File: config.mk
export PLATFORM = sky130hd
export DESIGN_NAME = daa_intl_ctrl_regs
export DESIGN_NICKNAME = d
export VERILOG_FILES = /design/src/design/daa_intl_ctrl_regs.v
export VERILOG_INCLUDE_DIRS = /design/src /design/src/design
export SDC_FILE = /design/constraint.sdc
export NUM_CORES = 1
export LEC_CHECK = 0
export BUFFER_PORTS_ARGS = -buffer_cell sky130_fd_sc_hd__buf_4
export CAP_MARGIN = 0
export CORE_MARGIN = 2
export CORE_UTILIZATION = 45
export CTS_CLUSTER_SIZE = 14
export DETAILED_ROUTE_END_ITERATION = 7
export PLACE_DENSITY = 0.7
export SLEW_MARGIN = 10
export SYNTH_ARGS = -nofsm -noshare
export SYNTH_HDL_FRONTEND = slang
export SYNTH_SLANG_ARGS = --single-unit
File: constraint.sdc
create_clock -name CLK_I -period 1.7 [get_ports CLK_I]
set_clock_uncertainty 0.05 [all_clocks]
set_input_delay 0.17 -clock CLK_I [delete_from_list [all_inputs] [get_ports CLK_I]]
set_output_delay 0.17 -clock CLK_I [all_outputs]
set_load 0.05 [all_outputs]
File: src/design/daa_intl_defines.vh
`ifndef DAA_INTL_DEFINES_VH
`define DAA_INTL_DEFINES_VH
// ****************************************
// register byte addresses (offsets multiples of four: index times four)
// ****************************************
`define CAL_PROTECT_IDX      8'h11
`define SCALE_TERM_IDX       8'h12
`define CAL_PROTECT_ADDR     12'h044
`define SCALE_TERM_ADDR      12'h048
`define IRQ_STATUS_ADDR      12'h080
`define IRQ_MASK_ADDR        12'h084
`define LINE_CTRL_ADDR       12'h088
`define LINE_STATUS_ADDR     12'h08c
// ****************************************
// first control register fields
// ****************************************
`define F_MANUAL_CAL         6
`define F_AUTO_CAL_DIS       5
`define F_CURRENT_LIMIT      4
`define F_OVERLOAD_EN        3
`define F_BILLING_EN         2
`define F_RX_OVERLOAD        1
`define F_BILLING_SEEN       0
// ****************************************
// second control register fields
// ****************************************
`define F_FULL_SCALE         7
`define F_TONE_HEADROOM      6
`define F_FORCE_ALT          5
`define F_LINE_VOLT_ADJ      4
// ****************************************
// status / interrupt bits
// ****************************************
`define S_RX_OVERLOAD        0
`define S_BILLING_SEEN       1
`define S_OVERLOAD_DET       2
// ****************************************
// codes and reset values
// ****************************************
`define DCT_STANDARD         2'h2
`define DCT_CURRENT_LIMIT    2'h3
`define SENSE_ALL_ONES       5'h1f
`define CAL_PROTECT_RST      8'h00
`define SCALE_TERM_RST       8'h00
`define IRQ_MASK_RST         3'h0
`define LINE_CTRL_RST        2'h2
`endif

File: src/design/daa_intl_ctrl_regs.v
`timescale 1ns/100ps
// What this block does
// writing one starts a calibration cycle
// disable bit blocks automatic calibration
// current limit only in limiting mode
// off-hook overload at full sense: protect, flag
// software enables protection 25 ms after off-hook
// billing tone rising while protected: change termination
// receive overload flag sticky, write zero clears
// billing tone flag sticky, write zero clears
// full scale bit raises converter full scale
// headroom bit raises tone dialing headroom
// software sets headroom for weak lines
// force bit in standard mode: alternate termination
// adjust bit shifts tip-ring line voltage
// termination codes: 10 standard, 11 limiting
// reserved top bit reads zero
`include "daa_intl_defines.vh"

module daa_intl_ctrl_regs (
  // clock and reset
  input  wire        CLK_I,
  input  wire        RESETN_I,
  // apb slave
  input  wire        PSEL_I,
  input  wire        PENABLE_I,
  input  wire        PWRITE_I,
  input  wire [11:0] PADDR_I,
  input  wire [31:0] PWDATA_I,
  output reg  [31:0] PRDATA_O,
  output reg         PREADY_O,
  output reg         PSLVERR_O,
  // line side status, asynchronous
  input  wire        OFF_HOOK_I,
  input  wire [4:0]  LINE_SENSE_VALUE_I,
  input  wire        RX_BELOW_GROUND_I,
  input  wire        BILLING_TONE_I,
  // line side controls
  output reg         CAL_START_O,
  output reg         AUTO_CAL_EN_O,
  output reg         CURRENT_LIMIT_O,
  output reg         PROTECT_TERM_O,
  output reg         BILLING_TERM_O,
  output reg         FULL_SCALE_O,
  output reg         TONE_HEADROOM_O,
  output reg  [1:0]  TERM_MODE_O,
  output reg         LINE_VOLT_ADJ_O,
  // interrupt
  output reg         IRQ_O
);

  // ****************************************
  // input synchronisers
  // ****************************************
  // three stages; a change counts when stages two and three agree
  reg [7:0] s1_r;
  reg [7:0] s2_r;
  reg [7:0] s3_r;
  reg [7:0] filt_r;
  wire [7:0] raw = {RX_BELOW_GROUND_I, BILLING_TONE_I, OFF_HOOK_I, LINE_SENSE_VALUE_I};

  always @(posedge CLK_I or negedge RESETN_I) begin
    if (!RESETN_I) begin
      s1_r   <= 8'h00;
      s2_r   <= 8'h00;
      s3_r   <= 8'h00;
      filt_r <= 8'h00;
    end else begin
      s1_r <= raw;
      s2_r <= s1_r;
      s3_r <= s2_r;
      filt_r <= (s2_r & s3_r) | (filt_r & (s2_r | s3_r));
    end
  end

  wire [4:0] sense    = filt_r[4:0];
  wire       off_hook = filt_r[5];
  wire       bill_in  = filt_r[6];
  wire       rx_ovl   = filt_r[7];

  // ****************************************
  // register storage
  // ****************************************
  reg  [7:0] cal_protect_r;
  reg  [7:0] scale_term_r;
  reg  [2:0] irq_status_r;
  reg  [2:0] irq_mask_r;
  reg  [1:0] dc_termination_select_r;
  reg        bill_prev_r;
  reg        overload_detected_r;
  reg        billing_latched_r;

  wire setup     = PSEL_I & ~PENABLE_I;
  wire wr_access = PSEL_I & PENABLE_I & PWRITE_I & PREADY_O;

  function hit;
    input [11:0] a;
    input [11:0] b;
    begin
      hit = (a == b);
    end
  endfunction

  wire wr_cal  = wr_access & hit(PADDR_I, `CAL_PROTECT_ADDR);
  wire wr_term = wr_access & hit(PADDR_I, `SCALE_TERM_ADDR);
  wire wr_irq  = wr_access & hit(PADDR_I, `IRQ_STATUS_ADDR);
  wire wr_mask = wr_access & hit(PADDR_I, `IRQ_MASK_ADDR);
  wire wr_line = wr_access & hit(PADDR_I, `LINE_CTRL_ADDR);

  wire bill_rise = bill_in & ~bill_prev_r;
  wire ovl_cond  = off_hook & cal_protect_r[`F_OVERLOAD_EN] & (sense == `SENSE_ALL_ONES);

  // ****************************************
  // first control register
  // ****************************************
  reg [7:0] cal_nxt;

  always @* begin
    cal_nxt = cal_protect_r;
    if (wr_cal) begin
      cal_nxt[6:2] = PWDATA_I[6:2];
      // flags only clear by a written zero
      if (!PWDATA_I[`F_RX_OVERLOAD])  cal_nxt[`F_RX_OVERLOAD]  = 1'b0;
      if (!PWDATA_I[`F_BILLING_SEEN]) cal_nxt[`F_BILLING_SEEN] = 1'b0;
    end
    // set wins over a clear in the same cycle
    if (rx_ovl)    cal_nxt[`F_RX_OVERLOAD]  = 1'b1;
    if (bill_rise) cal_nxt[`F_BILLING_SEEN] = 1'b1;
    cal_nxt[7] = 1'b0;
  end

  always @(posedge CLK_I or negedge RESETN_I) begin
    if (!RESETN_I) begin
      cal_protect_r           <= `CAL_PROTECT_RST;
      scale_term_r            <= `SCALE_TERM_RST;
      dc_termination_select_r <= `LINE_CTRL_RST;
      irq_mask_r              <= `IRQ_MASK_RST;
      bill_prev_r             <= 1'b0;
    end else begin
      cal_protect_r <= cal_nxt;
      bill_prev_r   <= bill_in;
      if (wr_term) begin
        scale_term_r <= {PWDATA_I[7:4], 4'h0};
      end
      if (wr_line) begin
        dc_termination_select_r <= PWDATA_I[1:0];
      end
      if (wr_mask) begin
        irq_mask_r <= PWDATA_I[2:0];
      end
    end
  end

  // ****************************************
  // protection state
  // ****************************************
  // protection holds until software drops the enable bit
  always @(posedge CLK_I or negedge RESETN_I) begin
    if (!RESETN_I) begin
      overload_detected_r <= 1'b0;
      billing_latched_r   <= 1'b0;
    end else begin
      if (ovl_cond) begin
        overload_detected_r <= 1'b1;
      end else if (!cal_protect_r[`F_OVERLOAD_EN]) begin
        overload_detected_r <= 1'b0;
      end
      if (off_hook & cal_protect_r[`F_BILLING_EN] & bill_rise) begin
        billing_latched_r <= 1'b1;
      end else if (!cal_protect_r[`F_BILLING_EN] | !off_hook) begin
        billing_latched_r <= 1'b0;
      end
    end
  end

  // ****************************************
  // interrupt status
  // ****************************************
  wire [2:0] events = {ovl_cond & ~overload_detected_r, bill_rise, rx_ovl};
  wire [2:0] irq_nxt = (irq_status_r & ~({3{wr_irq}} & PWDATA_I[2:0])) | events;

  always @(posedge CLK_I or negedge RESETN_I) begin
    if (!RESETN_I) begin
      irq_status_r <= 3'h0;
      IRQ_O        <= 1'b0;
    end else begin
      irq_status_r <= irq_nxt;
      IRQ_O        <= |(irq_nxt & irq_mask_r);
    end
  end

  // ****************************************
  // line side outputs
  // ****************************************
  wire       limit_mode = (dc_termination_select_r == `DCT_CURRENT_LIMIT);
  wire       std_mode   = (dc_termination_select_r == `DCT_STANDARD);
  // alternate termination is reported as code 01 to the analog side
  wire [1:0] term_nxt   = (std_mode & scale_term_r[`F_FORCE_ALT]) ? 2'h1
                          : dc_termination_select_r;

  always @(posedge CLK_I or negedge RESETN_I) begin
    if (!RESETN_I) begin
      CAL_START_O     <= 1'b0;
      AUTO_CAL_EN_O   <= 1'b1;
      CURRENT_LIMIT_O <= 1'b0;
      PROTECT_TERM_O  <= 1'b0;
      BILLING_TERM_O  <= 1'b0;
      FULL_SCALE_O    <= 1'b0;
      TONE_HEADROOM_O <= 1'b0;
      TERM_MODE_O     <= `LINE_CTRL_RST;
      LINE_VOLT_ADJ_O <= 1'b0;
    end else begin
      // one pulse per written one; the bit itself reads back as stored
      CAL_START_O     <= wr_cal & PWDATA_I[`F_MANUAL_CAL];
      AUTO_CAL_EN_O   <= ~cal_protect_r[`F_AUTO_CAL_DIS];
      CURRENT_LIMIT_O <= limit_mode & cal_protect_r[`F_CURRENT_LIMIT];
      PROTECT_TERM_O  <= overload_detected_r;
      BILLING_TERM_O  <= billing_latched_r;
      FULL_SCALE_O    <= scale_term_r[`F_FULL_SCALE];
      TONE_HEADROOM_O <= scale_term_r[`F_TONE_HEADROOM];
      TERM_MODE_O     <= term_nxt;
      LINE_VOLT_ADJ_O <= scale_term_r[`F_LINE_VOLT_ADJ];
    end
  end

  // ****************************************
  // apb read path
  // ****************************************
  // no wait state: answer lands in the cycle after setup
  reg [31:0] rd_nxt;
  reg        err_nxt;

  always @* begin
    rd_nxt  = 32'h0000_0000;
    err_nxt = 1'b0;
    case (PADDR_I)
      `CAL_PROTECT_ADDR: rd_nxt[7:0] = cal_protect_r;
      `SCALE_TERM_ADDR:  rd_nxt[7:0] = scale_term_r;
      `IRQ_STATUS_ADDR:  rd_nxt[2:0] = irq_status_r;
      `IRQ_MASK_ADDR:    rd_nxt[2:0] = irq_mask_r;
      `LINE_CTRL_ADDR:   rd_nxt[1:0] = dc_termination_select_r;
      `LINE_STATUS_ADDR: rd_nxt[7:0] = {billing_latched_r, overload_detected_r, off_hook, sense};
      default:           err_nxt = 1'b1;
    endcase
  end

  always @(posedge CLK_I or negedge RESETN_I) begin
    if (!RESETN_I) begin
      PRDATA_O  <= 32'h0000_0000;
      PREADY_O  <= 1'b0;
      PSLVERR_O <= 1'b0;
    end else begin
      PREADY_O  <= setup;
      PSLVERR_O <= setup & err_nxt;
      PRDATA_O  <= (setup & ~PWRITE_I) ? rd_nxt : 32'h0000_0000;
    end
  end

endmodule

==> metrics <==
Setup CP Type reg2reg; final wirelength a little over 6000 um; cells after synthesis 225; Synth async-reset ratio 100%; Antenna diodes 0; IO Port Bufs 53; number of cells on the worst hold path 2; Pint 0.00253 W; final worst setup slack between 0.08 and 0.09 ns; flops & latches, synth 75; Final Util 59.7%; TritonCTS Buffers 9; NetSw around 0.00099 W; Clock Sinks 75; Netlist cell types 51; most common cell after layout, fill and taps aside buf_4; CTS clk-pin slew, worst paths approximately 0.09 ns; DRT antenna net count 0; total vias in the final route 2024; share of the synthesized area in the top cell type between 50% and 60%; maxcap violations 0; Tot GR Track Use 17.7%; postcts setup bufs 0; run status finished clean; Slew Limit Fails 0; PD cells roughly 880 mW/mm2; leading area contributor after synthesis dfrtp_1; commonest cells after routing, fill and taps aside 74 x buf_4, 71 x dfrtp_1, 24 x conb_1; starting DRC count in detailed routing 111; startpoint types flip-flop; largest net degree at the start of global routing 50; full die area roughly 0.0076 mm2; Post-synth EDFFs 0; Max Buffers Root-to-Sink 2; total core area 0.00672 mm2; fin crit share 95.2%; final hold vios 0; Area Overhead vs Synth 29.6%; fraction of layout cells with a size suffix above 1 36.3%; largest cells by area after synthesis dfrtp_1 58%, buf_4 6.1%, mux2_4 3.9%, maj3_1 2.6%, dfstp_2 2.5%; CTS tree built; IO Pins 102; post-place setup slack -0.153 ns; crit-path max FO 3; unrepaired setup endpoints after global routing false; total gr overflow 0; Seq/Total Area, Yosys about three fifths; P_leak between 1.5 and 2 nW; clock power share a little over a third; Crit path arrival time 1.79 ns; combinational fraction of design power 10.4%; Net Sw Frac 28.2%; vias per inst 5.00; ys flop type dfrtp_1; Worst Setup End Kind flip-flop; YS warnings 0; Vert. Die Dim 87.0 um; CTS root buf clkbuf_8; initial antenna violation count 0; post-DP HPWL 4240 um; Cell Area, Synth roughly 0.0031 mm2; DR DRC count 0; VDD IR max approximately 550 uV; H-tree levels 3; DR pass1 iterations 4; hold crit path type in2reg; sequential share of power 53.1%; worst skew pair latency 0.35 ns; min cycle time layout 1.62 ns; Layout Nets 377; syn avg cell area 13.8 um2; global-route wire length before repair roughly 10000 um; Required @ worst endpoint 1.87 ns; Placer Congestion 0.873; worst reg2reg path depth 5; row count 30; Initial Utilization 46.1%; setup violators final 0; WL/cell 14.9 um; highest clock rate between 600 and 700 MHz; die width 87.0 um; vias in the first global route slightly above 2000; Hold Slack 0.0340 ns
==> logic make-up after synthesis <==
| kind of cell | synth area share [%] |
|---|---|
| other | 0.121 |
| muxes | 7.47 |
| buffers and inverters | 7.35 |
| DFF | 60.7 |
| AOI/OAI and AO/OA | 7.47 |
| adders and majority gates | 2.59 |
| and+or+nand+nor | 14.3 |
==> repair_timing <==
action	4_1_cts	5_1_grt
resized for setup	0	0
hold buffers	15	0
setup endpoints to repair	0	0
endpoints found under the hold margin	42	0
==> cells in the mapped netlist (all sizes together) (2+ instances only) <==
| master | instances |
|---|---|
| nand2b | 5 |
| nand3 | 9 |
| a21oi | 5 |
| o21ai | 7 |
| and4 | 2 |
| a41oi | 2 |
| nor3 | 10 |
| clkbuf | 2 |
| dfrtp | 72 |
| buf | 28 |
| a21boi | 2 |
| nor2 | 9 |
| a32oi | 2 |
| mux2 | 13 |
| or4b | 2 |
| a22o | 3 |
| a21o | 3 |
| inv | 3 |
| maj3 | 8 |
| o31ai | 2 |
| nand2 | 5 |
| a22oi | 3 |
| nor4 | 2 |
| mux4 | 2 |
| and3 | 3 |
| dfstp | 3 |
| nor2b | 3 |
==> critical path: stages (launching register included) <==
cell and delay, ns:
dfrtp_2 0.36, and4_4 0.26, nand3_4 0.10, buf_4 0.18
nor3_2 0.18, mux2_1 0.36
==> layer usage <==
layer  GRT usage (%)  part of all wire, %
met5               0                    0
met4            7.95                  1.8
met3            5.31                  6.3
met2            28.5                   49
met1            22.1                   42
==> power groups by stage <==
stage                     clock, W  combinational [W]  sequential, W
after global placement           0           0.000336        0.00190
final                      0.00129           0.000365        0.00187
after CTS                  0.00133           0.000367        0.00187
after global routing       0.00142           0.000394        0.00188
after detailed placement         0           0.000340        0.00191
after floorplan                  0           0.000233        0.00190
==> sequential cells by signal (all words and copies together) (netlist names), 2 cells and up <==
| register | count |
|---|---|
| cal_protect_r | 7 |
| scale_term_r | 4 |
| PRDATA_O | 8 |
| s3_r | 8 |
| irq_mask_r | 3 |
| dc_termination_select_r | 2 |
| irq_status_r | 3 |
| s2_r | 8 |
| s1_r | 8 |
| filt_r | 8 |
| TERM_MODE_O | 2 |
==> final cells by class <==
| cell class | instances | area (um2) |
|---|---|---|
| flip-flops and latches | 75 | 1880 |
| inverters | 3 | 11.3 |
| clock buffers | 9 | 124 |
| well taps | 80 | 100 |
| multi-input cells | 140 | 1080 |
| clock inverters | 7 | 65.1 |
| repair buffers | 91 | 746 |
| fillers | 543 | 2710 |
==> worst paths after layout <==
kind / from / end / slack (ns)
worst max-delay path: PREADY_O$_DFF_PN0_ / dc_termination_select_r[0]$_DFFE_PN0P_ / 0.08
worst min-delay path: PWDATA_I[2] / cal_protect_r[2]$_DFFE_PN0P_ / 0.03
worst max register to register: PREADY_O$_DFF_PN0_ / dc_termination_select_r[0]$_DFFE_PN0P_ / 0.08
worst min register to register: s1_r[4]$_DFF_PN0_ / s2_r[4]$_DFF_PN0_ / 0.30
max in group asynchronous: RESETN_I / dc_termination_select_r[1]$_DFFE_PN1P_ / 0.77
min in group asynchronous: RESETN_I / scale_term_r[7]$_DFFE_PN0P_ / 0.20
==> per-stage QoR <==
step | TNS [ns] | cell area [um2] | total power (W) | cells
2_1_floorplan | -0.243 | 3190 | 0.00214 | 248
3_3_place_gp | -2.14 | 3670 | 0.00224 | 374
3_5_place_dp | -2.38 | 3670 | 0.00225 | 374
4_1_cts | 0 | 4010 | 0.00357 | 405
5_1_grt | 0 | 4010 | 0.00369 | 405
6_report | 0 | 4010 | 0.00352 | 405
(Power assumes the default switching activity.)
